File: config.mk
export PLATFORM = sky130hd
export DESIGN_NAME = abc_top
export DESIGN_NICKNAME = d
export VERILOG_FILES = /design/src/shared/abc_pkg.sv /design/src/verilog/abc_ovr_chan.sv /design/src/verilog/abc_top.sv
export SDC_FILE = /design/constraint.sdc
export NUM_CORES = 1
export LEC_CHECK = 0
export ABC_AREA = 1
export ABC_CLOCK_PERIOD_IN_PS = 8240
export BUFFER_PORTS_ARGS = -buffer_cell sky130_fd_sc_hd__buf_2
export CORE_MARGIN = 3
export CORE_UTILIZATION = 50
export CTS_CLUSTER_DIAMETER = 80
export DETAILED_ROUTE_END_ITERATION = 12
export GPL_TIMING_DRIVEN = 0
export PLACE_DENSITY = 0.68
export REMOVE_ABC_BUFFERS = 1
export SYNTH_ARGS = -nofsm -noshare
export SYNTH_HDL_FRONTEND = slang
export SYNTH_HIERARCHICAL = 1
export SYNTH_SLANG_ARGS = --single-unit
File: constraint.sdc
create_clock -name clk -period 8.24 [get_ports clk]
set_input_delay 0.824 -clock clk [delete_from_list [all_inputs] [get_ports clk]]
set_output_delay 0.824 -clock clk [all_outputs]
set_load 0.02 [all_outputs]
File: src/shared/abc_pkg.sv
// Shared constants, register map and carrier types of the converter back-end control.
package abc_pkg;

    // Register bus geometry.
    localparam int ADDR_W = 8;
    localparam int DATA_W = 32;

    // Register byte offsets.
    localparam logic [7:0] OFF_MODE = 8'h00;
    localparam logic [7:0] OFF_BURST = 8'h04;
    localparam logic [7:0] OFF_DCO = 8'h08;
    localparam logic [7:0] OFF_OVR = 8'h0C;
    localparam logic [7:0] OFF_CLK = 8'h10;
    localparam logic [7:0] OFF_DRV = 8'h14;
    localparam logic [7:0] OFF_STATUS = 8'h18;

    // Field positions.
    localparam int MODE_BURST_BIT = 0;
    localparam int MODE_STREAM_BIT = 1;
    localparam int MODE_RES_BIT = 2;
    localparam int MODE_SRST_BIT = 3;
    localparam int DCO_EN_BIT = 0;
    localparam int DCO_BW_LSB = 1;
    localparam int OVR_THR_LSB = 0;
    localparam int OVR_HOLD_LSB = 8;
    localparam int CLK_DIV_LSB = 0;
    localparam int CLK_PHASE_LSB = 4;
    localparam int DRV_SWING_LSB = 0;
    localparam int DRV_DEEMPH_LSB = 4;

    // Values after reset.
    localparam logic [4:0] RST_EXP = 5'h0A;
    localparam logic [7:0] RST_OVR_THR = 8'hFF;
    localparam logic [1:0] RST_HOLD = 2'h0;
    localparam logic [1:0] RST_DIV = 2'h0;
    localparam logic [3:0] RST_PHASE = 4'h0;
    localparam logic [2:0] RST_SWING = 3'h0;
    localparam logic [2:0] RST_DEEMPH = 3'h0;

    // Burst exponent limits.
    localparam logic [4:0] EXP_MIN = 5'h0A;
    localparam logic [4:0] EXP_MAX = 5'h19;

    // Output resolutions in bits.
    localparam logic [3:0] RES_HI_CFG0 = 4'hE;
    localparam logic [3:0] RES_HI_CFG1 = 4'hC;
    localparam logic [3:0] RES_LO = 4'h9;

    // Phase counter width: 3 * 2^25 fits in 27 bits.
    localparam int CNT_W = 27;

    // Cycles from accepted trigger to the first high-resolution sample.
    localparam int TRIG_DELAY_CYC = 4;

    // Offset filter shift for bandwidth code 0; each code step adds two.
    localparam int DCO_SHIFT_BASE = 10;

    // Over-range threshold step is 128 codes.
    localparam int OVR_STEP_SHIFT = 7;

    typedef struct packed {
        logic [7:0] addr;
        logic [31:0] wdata;
        logic wr;
        logic rd;
    } abc_req_t;

    typedef struct packed {
        logic [15:0] data_a;
        logic [15:0] data_b;
        logic flag;
        logic [3:0] res_bits;
    } abc_samp_t;

    typedef enum logic [2:0] {
        BS_OFF,
        BS_INIT_LO,
        BS_WAIT,
        BS_DELAY,
        BS_HI,
        BS_LO
    } abc_bstate_t;

endpackage

File: src/verilog/abc_ovr_chan.sv
// Over-range detector of one channel with its own hold counter.
`timescale 1ns/1ps
module abc_ovr_chan (
    // Clock and reset
    input wire logic clk,
    input wire logic rst_n,
    // Settings
    input wire logic enable,
    input wire logic [7:0] thr_code,
    input wire logic [3:0] hold_cyc,
    // Core sample
    input wire logic signed [15:0] sample,
    // Flag
    output logic ovr_ff
);
    logic [16:0] limit;
    logic [16:0] mag;
    logic over;
    logic [3:0] cnt_ff;

    // Threshold code c selects a magnitude limit of (c + 1) * 128 codes.
    assign limit = 17'({9'(thr_code) + 9'h001, 7'h00});
    assign mag = sample[15] ? 17'(-{sample[15], sample}) : 17'({1'b0, sample});
    assign over = enable && (mag >= limit);

    // Detection reads the raw core sample, ahead of all pipeline stages.
    always_ff @(posedge clk or negedge rst_n) begin
        if (!rst_n) begin
            ovr_ff <= 1'b0;
            cnt_ff <= 4'h0;
        end else if (!enable) begin
            ovr_ff <= 1'b0;
            cnt_ff <= 4'h0;
        end else if (over) begin
            ovr_ff <= 1'b1;
            cnt_ff <= 4'h0;
        end else if (ovr_ff) begin
            if (cnt_ff == hold_cyc) begin
                ovr_ff <= 1'b0;
                cnt_ff <= 4'h0;
            end else begin
                cnt_ff <= cnt_ff + 4'h1;
            end
        end
    end
endmodule // abc_ovr_chan

File: src/verilog/abc_top.sv
// Back-end control of a dual-channel converter: burst sequencer, filter, over-range, clock.
`timescale 1ns/1ps
module abc_top (
    // Clock and reset
    input wire logic clk,
    input wire logic resetn,
    // Register port
    input wire abc_pkg::abc_req_t reg_req,
    output logic [31:0] reg_rdata,
    // Pins from the system
    input wire logic burst_trigger,
    input wire logic sysref,
    // Core samples, same clock
    input wire logic signed [15:0] core_a,
    input wire logic signed [15:0] core_b,
    // Sample stream towards the framer
    output abc_pkg::abc_samp_t samp_out,
    // Pins to the system
    output logic trigger_ready,
    output logic overrange_out_a,
    output logic overrange_out_b,
    // Clock and driver settings
    output logic [3:0] clock_divide_factor,
    output logic [3:0] phase_select,
    output logic link_reinit,
    output logic phase_realign,
    output logic [2:0] swing_select,
    output logic [2:0] deemphasis_select
);
    logic rst_s1_ff, rst_n;
    logic trig_s1_ff, trig_s2_ff, trig_s3_ff, trig_rise;
    logic sref_s1_ff, sref_s2_ff, sref_s3_ff, sref_rise;
    logic burst_en_ff, stream_ff, res_cfg_ff, soft_rst_ff;
    logic [2:0] prev_mode_ff;
    logic restart;
    logic [4:0] exp_ff;
    logic dco_en_ff;
    logic [1:0] dco_bw_ff;
    logic [7:0] ovr_thr_ff;
    logic [1:0] hold_sel_ff;
    logic [3:0] hold_cyc;
    logic [1:0] div_ff;
    logic [3:0] phase_ff, phase_max;
    logic [2:0] swing_ff, deemph_ff;
    logic wr_mode, wr_clk;
    logic [4:0] wexp;
    abc_pkg::abc_bstate_t state_ff;
    logic [abc_pkg::CNT_W-1:0] cnt_ff, hi_len, lo_len;
    logic signed [15:0] core_in [2];
    logic signed [15:0] filt [2];

    // Reset release through two flops; assertion stays asynchronous.
    always_ff @(posedge clk or negedge resetn) begin
        if (!resetn) begin
            rst_s1_ff <= 1'b0;
            rst_n <= 1'b0;
        end else begin
            rst_s1_ff <= 1'b1;
            rst_n <= rst_s1_ff;
        end
    end

    // Pin synchronisers; the edge detectors look only at the second stage onward.
    always_ff @(posedge clk or negedge rst_n) begin
        if (!rst_n) begin
            trig_s1_ff <= 1'b0;
            trig_s2_ff <= 1'b0;
            trig_s3_ff <= 1'b0;
            sref_s1_ff <= 1'b0;
            sref_s2_ff <= 1'b0;
            sref_s3_ff <= 1'b0;
        end else begin
            trig_s1_ff <= burst_trigger;
            trig_s2_ff <= trig_s1_ff;
            trig_s3_ff <= trig_s2_ff;
            sref_s1_ff <= sysref;
            sref_s2_ff <= sref_s1_ff;
            sref_s3_ff <= sref_s2_ff;
        end
    end

    assign trig_rise = trig_s2_ff && !trig_s3_ff;
    assign sref_rise = sref_s2_ff && !sref_s3_ff;

    assign wr_mode = reg_req.wr && (reg_req.addr == abc_pkg::OFF_MODE);
    assign wr_clk = reg_req.wr && (reg_req.addr == abc_pkg::OFF_CLK);
    assign wexp = reg_req.wdata[4:0];

    // Mode register and soft reset pulse.
    always_ff @(posedge clk or negedge rst_n) begin
        if (!rst_n) begin
            burst_en_ff <= 1'b0;
            stream_ff <= 1'b0;
            res_cfg_ff <= 1'b0;
            soft_rst_ff <= 1'b0;
        end else begin
            soft_rst_ff <= wr_mode && reg_req.wdata[abc_pkg::MODE_SRST_BIT];
            if (wr_mode) begin
                burst_en_ff <= reg_req.wdata[abc_pkg::MODE_BURST_BIT];
                stream_ff <= reg_req.wdata[abc_pkg::MODE_STREAM_BIT];
                res_cfg_ff <= reg_req.wdata[abc_pkg::MODE_RES_BIT];
            end
        end
    end

    // Remaining configuration registers.
    always_ff @(posedge clk or negedge rst_n) begin
        if (!rst_n) begin
            exp_ff <= abc_pkg::RST_EXP;
            dco_en_ff <= 1'b0;
            dco_bw_ff <= 2'h0;
            ovr_thr_ff <= abc_pkg::RST_OVR_THR;
            hold_sel_ff <= abc_pkg::RST_HOLD;
            div_ff <= abc_pkg::RST_DIV;
            phase_ff <= abc_pkg::RST_PHASE;
            swing_ff <= abc_pkg::RST_SWING;
            deemph_ff <= abc_pkg::RST_DEEMPH;
        end else if (reg_req.wr) begin
            unique case (reg_req.addr)
                abc_pkg::OFF_BURST: begin
                    // Out-of-range exponents are clamped into 10..25.
                    if (wexp < abc_pkg::EXP_MIN) begin
                        exp_ff <= abc_pkg::EXP_MIN;
                    end else if (wexp > abc_pkg::EXP_MAX) begin
                        exp_ff <= abc_pkg::EXP_MAX;
                    end else begin
                        exp_ff <= wexp;
                    end
                end
                abc_pkg::OFF_DCO: begin
                    dco_en_ff <= reg_req.wdata[abc_pkg::DCO_EN_BIT];
                    dco_bw_ff <= reg_req.wdata[abc_pkg::DCO_BW_LSB +: 2];
                end
                abc_pkg::OFF_OVR: begin
                    ovr_thr_ff <= reg_req.wdata[abc_pkg::OVR_THR_LSB +: 8];
                    hold_sel_ff <= reg_req.wdata[abc_pkg::OVR_HOLD_LSB +: 2];
                end
                abc_pkg::OFF_CLK: begin
                    div_ff <= reg_req.wdata[abc_pkg::CLK_DIV_LSB +: 2];
                    phase_ff <= reg_req.wdata[abc_pkg::CLK_PHASE_LSB +: 4];
                end
                abc_pkg::OFF_DRV: begin
                    swing_ff <= reg_req.wdata[abc_pkg::DRV_SWING_LSB +: 3];
                    deemph_ff <= reg_req.wdata[abc_pkg::DRV_DEEMPH_LSB +: 3];
                end
                default: begin
                end
            endcase
        end
    end

    // Read data stands in the cycle after the read strobe only.
    always_ff @(posedge clk or negedge rst_n) begin
        if (!rst_n) begin
            reg_rdata <= 32'h0;
        end else if (!reg_req.rd) begin
            reg_rdata <= 32'h0;
        end else begin
            unique case (reg_req.addr)
                abc_pkg::OFF_MODE:
                    reg_rdata <= 32'({res_cfg_ff, stream_ff, burst_en_ff});
                abc_pkg::OFF_BURST: reg_rdata <= 32'(exp_ff);
                abc_pkg::OFF_DCO: reg_rdata <= 32'({dco_bw_ff, dco_en_ff});
                abc_pkg::OFF_OVR: reg_rdata <= 32'({hold_sel_ff, ovr_thr_ff});
                abc_pkg::OFF_CLK: reg_rdata <= 32'({phase_ff, 2'h0, div_ff});
                abc_pkg::OFF_DRV: reg_rdata <= 32'({1'b0, deemph_ff, 1'b0, swing_ff});
                abc_pkg::OFF_STATUS:
                    reg_rdata <= 32'({overrange_out_b, overrange_out_a,
                                      trigger_ready, samp_out.flag});
                default: reg_rdata <= 32'h0;
            endcase
        end
    end

    // Low phase is 2^N*(1/k-1): three high phases at quarter duty, one at half.
    assign hi_len = abc_pkg::CNT_W'(1) << exp_ff;
    assign lo_len = res_cfg_ff ? hi_len : (hi_len << 1) + hi_len;

    // Any change of burst enable, sub-mode or resolution counts as a mode change.
    always_ff @(posedge clk or negedge rst_n) begin
        if (!rst_n) begin
            prev_mode_ff <= 3'h0;
        end else begin
            prev_mode_ff <= {res_cfg_ff, stream_ff, burst_en_ff};
        end
    end

    assign restart = (prev_mode_ff != {res_cfg_ff, stream_ff, burst_en_ff}) || soft_rst_ff;

    // Burst sequencer. Triggers are looked at only in the waiting state.
    always_ff @(posedge clk or negedge rst_n) begin
        if (!rst_n) begin
            state_ff <= abc_pkg::BS_OFF;
            cnt_ff <= '0;
        end else if (!burst_en_ff) begin
            state_ff <= abc_pkg::BS_OFF;
            cnt_ff <= '0;
        end else if (restart || state_ff == abc_pkg::BS_OFF) begin
            state_ff <= abc_pkg::BS_INIT_LO;
            cnt_ff <= lo_len - abc_pkg::CNT_W'(1);
        end else begin
            unique case (state_ff)
                abc_pkg::BS_INIT_LO, abc_pkg::BS_LO: begin
                    if (cnt_ff != '0) begin
                        cnt_ff <= cnt_ff - abc_pkg::CNT_W'(1);
                    end else if (stream_ff) begin
                        state_ff <= abc_pkg::BS_HI;
                        cnt_ff <= hi_len - abc_pkg::CNT_W'(1);
                    end else begin
                        state_ff <= abc_pkg::BS_WAIT;
                    end
                end
                abc_pkg::BS_WAIT: begin
                    if (trig_rise) begin
                        state_ff <= abc_pkg::BS_DELAY;
                        cnt_ff <= abc_pkg::CNT_W'(abc_pkg::TRIG_DELAY_CYC - 1);
                    end
                end
                abc_pkg::BS_DELAY: begin
                    if (cnt_ff != '0) begin
                        cnt_ff <= cnt_ff - abc_pkg::CNT_W'(1);
                    end else begin
                        state_ff <= abc_pkg::BS_HI;
                        cnt_ff <= hi_len - abc_pkg::CNT_W'(1);
                    end
                end
                abc_pkg::BS_HI: begin
                    if (cnt_ff != '0) begin
                        cnt_ff <= cnt_ff - abc_pkg::CNT_W'(1);
                    end else begin
                        state_ff <= abc_pkg::BS_LO;
                        cnt_ff <= lo_len - abc_pkg::CNT_W'(1);
                    end
                end
                default: begin
                    state_ff <= abc_pkg::BS_OFF;
                end
            endcase
        end
    end

    // Ready is high in the cycle after one in which a trigger would be taken.
    always_ff @(posedge clk or negedge rst_n) begin
        if (!rst_n) begin
            trigger_ready <= 1'b0;
        end else begin
            trigger_ready <= (state_ff == abc_pkg::BS_WAIT) && !restart;
        end
    end

    assign core_in[0] = core_a;
    assign core_in[1] = core_b;

    // First-order high-pass: a leaky accumulator tracks DC and is subtracted.
    // Wider shifts give lower cutoff and proportionally longer settling.
    for (genvar ch = 0; ch < 2; ch++) begin : g_dco
        logic signed [31:0] acc_ff;
        logic signed [31:0] err;
        logic [4:0] shift;
        assign shift = 5'(abc_pkg::DCO_SHIFT_BASE) + 5'({dco_bw_ff, 1'b0});
        assign err = {core_in[ch], 16'h0000} - acc_ff;
        assign filt[ch] = dco_en_ff ? core_in[ch] - acc_ff[31:16] : core_in[ch];
        always_ff @(posedge clk or negedge rst_n) begin
            if (!rst_n) begin
                acc_ff <= 32'sh0;
            end else if (!dco_en_ff) begin
                acc_ff <= 32'sh0;
            end else begin
                acc_ff <= acc_ff + (err >>> shift);
            end
        end
    end

    // Sample stream. Data are retimed here, so phase changes never move frames.
    always_ff @(posedge clk or negedge rst_n) begin
        if (!rst_n) begin
            samp_out <= '0;
        end else begin
            samp_out.data_a <= filt[0];
            samp_out.data_b <= filt[1];
            samp_out.flag <= (state_ff == abc_pkg::BS_HI);
            if (state_ff == abc_pkg::BS_HI) begin
                samp_out.res_bits <= res_cfg_ff ? abc_pkg::RES_HI_CFG1 :
                    abc_pkg::RES_HI_CFG0;
            end else begin
                samp_out.res_bits <= abc_pkg::RES_LO;
            end
        end
    end

    // Hold codes 1..3 map to 3, 7 and 15 cycles; the setting serves both channels.
    assign hold_cyc = (hold_sel_ff == 2'h0) ? 4'h0 :
        4'((5'h02 << hold_sel_ff) - 5'h01);

    abc_ovr_chan u_ovr_a (
        .clk(clk),
        .rst_n(rst_n),
        .enable(!burst_en_ff),
        .thr_code(ovr_thr_ff),
        .hold_cyc(hold_cyc),
        .sample(core_a),
        .ovr_ff(overrange_out_a)
    );

    abc_ovr_chan u_ovr_b (
        .clk(clk),
        .rst_n(rst_n),
        .enable(!burst_en_ff),
        .thr_code(ovr_thr_ff),
        .hold_cyc(hold_cyc),
        .sample(core_b),
        .ovr_ff(overrange_out_b)
    );

    // Phase range spans one sample period: 2 * factor steps.
    assign phase_max = (4'h2 << div_ff) - 4'h1;

    // Clock, phase and driver outputs.
    always_ff @(posedge clk or negedge rst_n) begin
        if (!rst_n) begin
            clock_divide_factor <= 4'h1;
            phase_select <= 4'h0;
            link_reinit <= 1'b0;
            phase_realign <= 1'b0;
            swing_select <= abc_pkg::RST_SWING;
            deemphasis_select <= abc_pkg::RST_DEEMPH;
        end else begin
            clock_divide_factor <= 4'h1 << div_ff;
            phase_select <= (phase_ff > phase_max) ? phase_max : phase_ff;
            link_reinit <= wr_clk &&
                (reg_req.wdata[abc_pkg::CLK_DIV_LSB +: 2] != div_ff);
            phase_realign <= sref_rise;
            swing_select <= swing_ff;
            deemphasis_select <= deemph_ff;
        end
    end
endmodule // abc_top

Word-level counts from Yosys, hierarchy flattened
Cells that the tools add are included.
{"block": "word_totals", "register_bits": 235, "wordCells": 168, "in_bits": 78}
{"block": "classes", "mux": 47, "reduce_logical": 29, "magnitude_cmp": 5, "n_shift": 6, "n_addsub": 18, "eq_ne": 21}
{"op": "$mux 27", "n": 8}
{"op": "$pmux 27 s4", "n": 1}
{"op": "$sub 27x1->27 const B", "n": 3}
{"op": "$pmux 10 s7", "n": 1}
{"op": "$add 32x32->32", "n": 2}
{"op": "$mux 32", "n": 2}
{"op": "$sshr 32x5->32", "n": 2}
{"op": "$sub 32x32->32", "n": 2}
{"op": "$mux 4", "n": 11}
{"op": "$ge 17x16->1", "n": 2}
{"op": "$mux 17", "n": 2}
{"op": "$neg 17->17", "n": 2}
{"op": "$mux 16", "n": 2}
{"op": "$sub 16x16->16", "n": 2}
{"op": "$add 27x27->27", "n": 1}
{"op": "$reduce_bool 27->1", "n": 1}
{"op": "$shl 1x5->27 const A", "n": 1}
{"op": "$eq 8x5->1 const B", "n": 3}
{"op": "$mux 3", "n": 7}
{"op": "$eq 8x4->1 const B", "n": 2}
{"op": "$ne 4x4->1 const B", "n": 4}
{"op": "$pmux 3 s4", "n": 1}
{"op": "$mux 10", "n": 1}
{"op": "$mux 5", "n": 2}
{"op": "other kinds (31)", "n": 61}

Logic depth before layout (Yosys ltp)
Gate-level depths: netlist of run 1.
{"block": "depth", "depth_word": 8, "ltp_mapped": 34, "ltp_nobuf": 34}

By module
The synthesis of run 1 kept the hierarchy.
{"mod": "abc_top", "area_per_inst_um2": 20389.6, "seq_area_each_um2": 5068.6, "n_inst": 1, "cells_per_inst": 3197}
{"mod": "abc_ovr_chan at u_ovr_b", "area_per_inst_um2": 1028.5, "seq_area_each_um2": 125.1, "n_inst": 1, "cells_per_inst": 161}
{"mod": "abc_ovr_chan at u_ovr_a", "area_per_inst_um2": 999.7, "seq_area_each_um2": 125.1, "n_inst": 1, "cells_per_inst": 164}

Worst setup path before layout of run 1
Ideal clock, no wire load.
{"block": "synth_path", "path_kind": "input port to flip-flop", "from": "input port core_b[0]", "to": "register g_dco[1].acc_ff[26]", "path_buffers": 0, "required_time_ns": 8.108, "arrival_ns": 4.446, "cell_stages": 28, "setup_ns": 0.132, "path_slack_ns": 3.662, "cell_sequence": "inv_1 ha_1 inv_1 nor4_1 nand2_1 o21ai_0 inv_1 o21ai_0 xor2_1 nand2_1 nand3_1 nand3_1 o21ai_0 ha_1 inv_1 fa_1 inv_1 nand3_1 nand2_1 nand3_1 nand3_1 a21oi_1 o21ai_0 nand3_1 nand2_1 a31oi_1 xor2_1 nor2_1"}
{"block": "synth_between", "elab_chain_cells": 4}
{"item": "from (decl)", "line": "abc_top.sv:15", "rtl": "input wire logic signed [15:0] core_b,"}
{"item": "$sub 32x32->32", "line": "abc_top.sv:261", "rtl": "assign err = {core_in[ch], 16'h0000} - acc_ff;"}
{"item": "$sshr 32x5->32", "line": "abc_top.sv:269", "rtl": "acc_ff <= acc_ff + (err >>> shift);"}
{"item": "$add 32x32->32", "line": "abc_top.sv:269"}
{"item": "$mux 32", "line": "abc_top.sv:266", "rtl": "end else if (!dco_en_ff) begin"}
{"item": "to (signal assigned)", "line": "abc_top.sv:269"}
{"item": "to (decl)", "line": "abc_top.sv:257", "rtl": "logic signed [31:0] acc_ff;"}
No other way between the ends.
A chain may end at the register's enable or synchronous reset.

Final worst setup path of run 1
{"block": "layout_path", "from": "register dco_bw_ff[0]", "to": "register g_dco[1].acc_ff[26]"}
{"block": "layout_between", "elab_chain_cells": 4}
{"item": "from (decl)", "line": "abc_top.sv:38", "rtl": "logic [1:0] dco_bw_ff;"}
{"item": "from (signal assigned)", "line": "abc_top.sv:132", "rtl": "dco_bw_ff <= reg_req.wdata[abc_pkg::DCO_BW_LSB +: 2];"}
{"item": "$add 4x3->5", "line": "abc_top.sv:260", "rtl": "assign shift = 5'(abc_pkg::DCO_SHIFT_BASE) + 5'({dco_bw_ff, 1'b0});"}
{"item": "$sshr 32x5->32", "line": "abc_top.sv:269"}
{"item": "$add 32x32->32", "line": "abc_top.sv:269"}
{"item": "$mux 32", "line": "abc_top.sv:266"}
No other way between the ends.

==> results.json, run 1 <==
{
  "run_status": "complete, no violations",
  "p_per_area_mw_per_mm2": 150.9,
  "clkTransAtPathRegs_ns": 0.06,
  "peakVddDrop_mv": 0.1678,
  "hold_viol_final": 0,
  "wl_mm": 72.40,
  "crit_type": "reg2reg",
  "cts_buffers": 27,
  "die_height_um": 217.7,
  "min_period_over_period_pct": 77.56,
  "crit_fanout": 54,
  "initial_core_util_pct": 51.36,
  "postCtsSetupBuffers": 0,
  "async_reset_ff_share_pct": 100.0,
  "io_pins": 166,
  "tritoncts": "yes",
  "wl_per_cell_um": 17.23,
  "grt_pass1_wl_mm": 116.6,
  "area_delta_synth_final_pct": 8.768,
  "ys_seq_area_share_pct": 23.73,
  "portBuffers": 121,
  "antenna_found_initial": 1,
  "first_pass_iters": 8,
  "gr-total-overflow": 0,
  "cts_sinks": 212,
  "rr_worst_depth": 20,
  "fmax_ghz": 0.1565,
  "max_cap_violations": 0,
  "grt_util_met3_pct": 2.787,
  "synth-seq-cells": 212,
  "place_ws_ns": 1.357,
  "hold_path.class": "in2async",
  "final_nets": 3870,
  "grt_max_degree": 83,
  "die_area_sq_mm": 0.04741,
  "period_needed_ns": 6.391,
  "hold_ws_ns": 0.03045,
  "die_x_um": 217.7,
  "cp-end-kind": "flip-flop",
  "max_slew_margin_pct": 16.09,
  "path_common_cell": "nand3_1",
  "slew_violations": 0,
  "yosys_warnings": 6,
  "slowest_delay_ns": 1.23,
  "dp_hpwl_mm": 57.66,
  "drcViolationCount": 0,
  "avgSynthCellArea_sq_um": 6.365,
  "postSynthCellCount": 3522,
  "setup_tns_ns": 0,
  "fin_util_pct": 55.87,
  "finalSetupViolations": 0,
  "track_usage_pct": 30.14,
  "diodes": 0,
  "num_rows": 76,
  "drt_iter0_drc": 1928,
  "worst_slack_ns": 1.849,
  "p_leak_nw": 13.03,
  "finalPower_mw": 3.679,
  "ant_nets": 0,
  "hold_buffers": 0,
  "ys_types": 63,
  "cts_root_buf": "clkbuf_16",
  "first_global_vias": 22640,
  "finClkSkew_ns": 0.02100,
  "insertion_delay_ns": 0.58,
  "synth.cell_area_sq_mm": 0.02242,
  "crit_arrival_ns": 6.83,
  "rsz0062_at_grt": "false",
  "synth_flop_cell": "dfrtp_1",
  "slowest_stage": "clkinv_1",
  "r2r_setup_slack_ns": 1.85,
  "core_sq_mm": 0.04365,
  "path_cells": "ha_2 -> clkinv_1 -> o211ai_1 -> o21ai_0 -> o21ai_0 -> ha_1 -> inv_1 -> fa_1 -> inv_1 -> nand3_1 -> nand2_1 -> nand3_1 -> nand3_1 -> a21oi_1 -> o21ai_0 -> nand3_1 -> nand2_1 -> a31oi_1 -> xor2_1 -> nor2_1",
  "cts_max_level": 1,
  "num-fill-cells": 4403,
  "dr_total_vias": 23490,
  "worstSetupStartpointType": "flip-flop",
  "required_ns": 8.68,
  "gp_congestion": 1.000,
  "grt_busiest_layer": "met2",
  "tightest_slew_ns": 1.251,
  "gr-usage-met1_pct": 40.13,
  "vias_per_cell": 5.590,
  "use_met2_pct": 51.31,
  "cts_repair_resize_count": 0,
  "final_layout_size_suffix_gt1_share_pct": 7.354,
  "synth-edff-count": 0,
  "clk_path_buf_depth": 3
}
cells in the mapped netlist, drive strengths merged, types with 2 or more instances:
cell / number / area (sq um)
a21boi: 6 / 45.04
dfrtp: 201 / 5030
o21bai: 11 / 82.58
nor3b: 2 / 15.01
nor2: 390 / 1556
a211oi: 7 / 52.55
buf: 51 / 315.3
nand3: 275 / 1434
nand3b: 7 / 52.55
fa: 5 / 100.1
o211ai: 16 / 120.1
nor4: 18 / 125.1
clkbuf: 51 / 191.4
o21ai: 285 / 1449
xor2: 114 / 998.5
conb: 2 / 7.510
nor3: 53 / 275.3
o22ai: 9 / 56.30
dfstp: 11 / 289.0
a21o: 10 / 75.07
clkinv: 4 / 15.01
nand4: 50 / 319.1
a21oi: 239 / 1196
nand2: 887 / 3373
a31oi: 23 / 143.9
o311ai: 3 / 26.28
o32ai: 2 / 17.52
mux2i: 5 / 50.05
a221oi: 7 / 61.31
o21a: 9 / 67.56
or2: 8 / 50.06
o221ai: 4 / 35.03
inv: 504 / 1892
o31ai: 8 / 60.06
and3: 3 / 18.77
and2: 3 / 18.77
xnor2: 40 / 350.3
ha: 190 / 2377
a41oi: 3 / 26.28
critical path, delay by kind of cell (launching register included):
family | cells | cell delay, ns
XOR/XNOR | 1 | 0.14
buffers and inverters | 3 | 1.38
flip-flops | 1 | 1.02
AND/OR/NAND/NOR | 7 | 0.88
AO/OA/AOI/OAI | 6 | 1.33
adder cells (fa/ha/maj) | 3 | 1.45
layout by cell type (no fill, tap or decap), drive strengths merged, types with 8 or more instances in the layout:
cell	count
dfrtp	201
nor4	18
a21o	10
ha	190
o22ai	9
nand2	887
buf	126
clkinv	8
o21bai	11
or2	8
o211ai	16
a21oi	239
conb	24
xor2	114
clkbuf	40
a31oi	23
inv	506
dfstp	11
o21a	9
o31ai	8
nand4	50
nand3	275
nor2	390
xnor2	40
nor3	53
o21ai	285
cells by family (layout without fill, tap and decap cells):
| family | count (synthesis) | in the layout | synth area share [%] |
|---|---|---|---|
| flip-flops | 212 | 212 | 23.73 |
| buffers and inverters | 610 | 683 | 10.77 |
| XOR/XNOR | 154 | 154 | 6.017 |
| AO/OA/AOI/OAI | 647 | 647 | 15.87 |
| AND/OR/NAND/NOR | 1697 | 1697 | 32.32 |
| multiplexers | 5 | 5 | 0.2233 |
| other | 2 | 24 | 0.03350 |
| adder cells (fa/ha/maj) | 195 | 195 | 11.05 |
report_power, final:
part           total, mW  internal (mW)  switching, mW
sequential          1.15           1.09         0.0582
combinational       1.31          0.420          0.893
clock               1.22          0.732          0.486
total               3.68           2.24           1.44
metal layers:
| layer | wire length, um | share of wire, % |
|---|---|---|
| met1 | 31970 | 44 |
| met2 | 33720 | 47 |
| met3 | 4059 | 5.6 |
| met4 | 2643 | 3.7 |
| met5 | 16 | 0.022 |
sequential cells by signal, summed over array words and instances, names as in the netlist, 3 cells and up:
name,flops
swing_select,3
cnt_ff,27
prev_mode_ff,3
u_ovr_b/cnt_ff,4
ovr_thr_ff,8
deemphasis_select,3
reg_rdata,10
clock_divide_factor,4
deemph_ff,3
state_ff,3
g_dco.acc_ff,64
u_ovr_a/cnt_ff,4
samp_out,36
swing_ff,3
phase_ff,4
exp_ff,5
phase_select,4
per-stage QoR:
stage	std cells	instance area [sq um]
floorplan	3442	21990
global placement	4148	23330
detailed placement	4152	23450
CTS	4201	24360
global route	4202	24380
finish	4202	24380
worst paths after layout:
| path | from | endpoint |
|---|---|---|
| setup / recovery | dco_bw_ff[0] | g_dco[1].acc_ff[26] |
| hold / removal | resetn | rst_s1_ff |
| setup reg to reg | dco_bw_ff[0] | g_dco[1].acc_ff[26] |
| hold reg to reg | sref_s1_ff | sref_s2_ff |
| max in group asynchronous | rst_n | ovr_thr_ff[3] |
| min in group clk | sref_s1_ff | sref_s2_ff |
area by class of cell:
cell class | count | area, sq um | area share (%)
Clock inverter | 9 | 120.1 | 0.4926
Inverter | 508 | 1908 | 7.825
Multi-Input combinational cell | 2722 | 14780 | 60.60
Timing Repair Buffer | 126 | 728.2 | 2.986
Clock buffer | 40 | 794.5 | 3.258
Sequential cell | 212 | 5325 | 21.84
Tap cell | 585 | 732.0 | 3.002
(Power assumes the default switching activity.)
==> run 2: changes to the inputs <==
ABC_AREA = 0   (was 1)
ABC_CLOCK_PERIOD_IN_PS = 6500   (was 8240)
clock period = 6.5 ns   (was 8.24 ns; I/O delays follow)
==> run 2 against run 1 <==
Against the previous run: total power increased by 23%; register-to-register slack worse by 1.5 ns; non-clock buffer count up 3; die area decreased by 4.1%; hold slack better by 0.13 ns; sequential share of layout area increased by 0.97 points; synthesized cell count fell by 26%; count of clock-buffer cells in the layout shrank 2; clock skew is 0.058 ns higher; clock power is 25% higher; worst setup slack got worse by 1.5 ns.
==> results.json, run 2 <==
{
  "dr_total_vias": 19710,
  "cts_buffers": 28,
  "ys_top_cells_by_count": "nand2_1 (259), dfrtp_1 (201), a21oi_1 (198)",
  "p_clk_share_pct": 33.7,
  "grt_pass1_wl_mm": 98.78,
  "yosys_warnings": 6,
  "synth_flop_cell": "dfrtp_1",
  "slowest_delay_ns": 0.64,
  "gp_congestion": 0.9057,
  "path_common_cell": "a21oi_1",
  "insertion_delay_ns": 0.61,
  "finClkSkew_ns": 0.07909,
  "rsz0062_at_grt": "true",
  "worstSetupStartpointType": "flip-flop",
  "crit_arrival_ns": 6.61,
  "initial_core_util_pct": 50.84,
  "num-fill-cells": 3887,
  "max_slew_margin_pct": 26.15,
  "p_per_area_mw_per_mm2": 193.5,
  "worst_slack_ns": 0.3772,
  "fmax_ghz": 0.1633,
  "final_layout_size_suffix_gt1_share_pct": 11.87,
  "synth.cell_area_sq_mm": 0.02147,
  "finalSetupViolations": 0,
  "synth-seq-cells": 212,
  "async_reset_ff_share_pct": 100.0,
  "min_period_over_period_pct": 94.20,
  "wl_per_cell_um": 19.08,
  "largest_reg_flops": 64,
  "clk_path_buf_depth": 3,
  "finalPower_mw": 4.520,
  "drcViolationCount": 0,
  "cp-end-kind": "flip-flop",
  "cts_sinks": 212,
  "p_leak_nw": 10.82,
  "io_pins": 166,
  "die_x_um": 213.2,
  "required_ns": 6.99,
  "synth-edff-count": 0,
  "place_ws_ns": -0.06008,
  "mostFrequentLayoutCells": "nand2_1 (259), a21oi_1 (198), dfrtp_1 (197), nor2_1 (192), ha_1 (189)",
  "slew_violations": 0,
  "track_usage_pct": 26.56,
  "ys_types": 119,
  "seqCellArea_sq_mm": 0.005329,
  "postSynthCellCount": 2621,
  "multi_input_area_sq_mm": 0.01511,
  "area_delta_synth_final_pct": 8.811,
  "die_area_sq_mm": 0.04546,
  "peakVddDrop_mv": 0.2000,
  "synth_area_leaders": "dfrtp_1 (23%), ha_1 (11%), xnor2_1 (6.3%), a21oi_1 (4.6%), nand2_1 (4.5%)",
  "power.internal_mw": 2.862,
  "cpLargestDelayFamily": "compound AO/OA/AOI/OAI gates",
  "regMostFlops": "g_dco.acc_ff",
  "path_cells": "or2_1 -> or4_4 -> o41ai_4 -> a31oi_2 -> o31ai_4 -> a21oi_2 -> xnor2_4 -> xor2_4 -> inv_2 -> mux2i_1 -> o21ai_1 -> ha_1 -> a21o_1 -> a21o_1 -> a21oi_1 -> o311a_1 -> a21oi_1 -> nor2_1 -> nor3_1 -> a2111oi_1 -> a21oi_1 -> mux2i_1",
  "first_global_vias": 18740,
  "gr-total-overflow": 0,
  "ant_nets": 0,
  "power_switching_share_pct": 36.68,
  "first_pass_iters": 7,
  "wl_mm": 61.73,
  "antenna_found_initial": 0,
  "max_cap_violations": 0,
  "reg.largest.list": "g_dco.acc_ff (64), samp_out (36), cnt_ff (27)",
  "clkTransAtPathRegs_ns": 0.06,
  "avgSynthCellArea_sq_um": 8.192,
  "vias_per_cell": 6.090,
  "seqPwrFrac_pct": 32.0,
  "cts_root_buf": "clkbuf_16",
  "grt_max_degree": 76,
  "die_height_um": 213.2,
  "switching_power_mw": 1.658,
  "synth_top_area_cell": "dfrtp_1",
  "cts_max_level": 1,
  "synth_top_area_share_pct": 23.43,
  "tightest_slew_ns": 1.104,
  "mostFrequentLayoutCell": "nand2_1",
  "hold_viol_final": 0,
  "slowest_stage": "a2111oi_1",
  "final_nets": 2947,
  "ys_seq_area_share_pct": 24.77,
  "hold_path.class": "in2reg",
  "crit_buf_inv": 1,
  "placed_cell_area_sq_mm": 0.02241,
  "combPwrFrac_pct": 34.3,
  "portBuffers": 121,
  "core_sq_mm": 0.04223,
  "period_needed_ns": 6.123,
  "run_status": "complete, no violations",
  "num_rows": 75,
  "dp_hpwl_mm": 47.89,
  "crit_type": "reg2reg",
  "crit_fanout": 10,
  "drt_iter0_drc": 1704,
  "synth_most_common_cell": "nand2_1",
  "final_area_sq_mm": 0.02336,
  "tritoncts": "yes"
}
run 2: cell count changes in the layout (fill, tap and decap cells not counted), sizes merged, moves of 31 or more:
cell / change
a21oi: -39
a21o: +57
nand4: -31
nor2: -195
nand2b: +34
mux2: +65
xnor2: +116
inv: -359
nand2: -626
nand3: -204
xor2: -32
nor2b: +36
o21ai: -107
and2: +50
run 2: cells by family after synthesis:
logic type | Yosys count | synth area share, %
AO/OA/AOI/OAI | 729 | 22.23
XOR/XNOR | 246 | 10.77
adder cells (fa/ha/maj) | 196 | 11.59
buffers and inverters | 275 | 5.379
flip-flops | 212 | 24.77
multiplexers | 99 | 4.994
other | 2 | 0.03498
AND/OR/NAND/NOR | 862 | 20.23
run 2: power groups by stage:
stage / Sequential (mW) / Clock [mW] / Combinational [mW]
6_report: 1.45 / 1.52 / 1.55
5_1_grt: 1.45 / 1.61 / 1.70
4_1_cts: 1.45 / 1.55 / 1.53
3_5_place_dp: 1.47 / 0 / 1.52
3_3_place_gp: 1.50 / 0 / 1.45
2_1_floorplan: 1.49 / 0 / 1.08
run 2: repair_timing:
item	4_1_cts	5_1_grt
endpoints found under the setup margin	0	9
buffers inserted	0	0
hold buffers	1	0
hold endpoints to repair	2	0
resized for setup	0	8
run 2: stage by stage:
stage	hold WS, ns	util [%]	cells	TNS (ns)
floorplan	0.3312	-	2515	0
detailed placement	0.3113	53.06	3182	-0.06008
global route	0.1369	55.31	3234	-0.008258
CTS	0.1402	55.24	3234	0
global placement	0.3341	52.64	3175	-528.60
finish	0.1562	55.32	3236	0
run 2: area by class of cell:
cell class	instances	share of cell area [%]
multi-input combinational	2156	64.67
sequential	212	22.81
clock buffer	38	3.331
timing repair buffer	129	3.331
tap	539	2.887
inverter	147	2.378
clock inverter	13	0.5730
antenna	2	0.02142
run 2: routing by layer:
layer	share of wire (%)	global-route usage [%]	vias to the layer above
li1	-	-	9461
met1	44	35.50	9509
met2	48	45.92	637
met3	5.8	3.232	100
met4	2.2	6.541	0
met5	0	0	-
run 2: path summary, 6_finish.rpt:
| path | from | endpoint | slack, ns | cells after the start |
|---|---|---|---|---|
| min reg2reg | rst_n | g_dco[1].acc_ff[7] | 0.24 | 0 |
| max | g_dco[1].acc_ff[12] | g_dco[1].acc_ff[31] | 0.38 | 22 |
| min in group asynchronous | rst_n | g_dco[1].acc_ff[7] | 0.24 | 0 |
| max reg2reg | g_dco[1].acc_ff[12] | g_dco[1].acc_ff[31] | 0.38 | 22 |
| min | sysref | sref_s1_ff | 0.16 | 1 |
| max in group asynchronous | rst_n | ovr_thr_ff[6] | 5.14 | 2 |
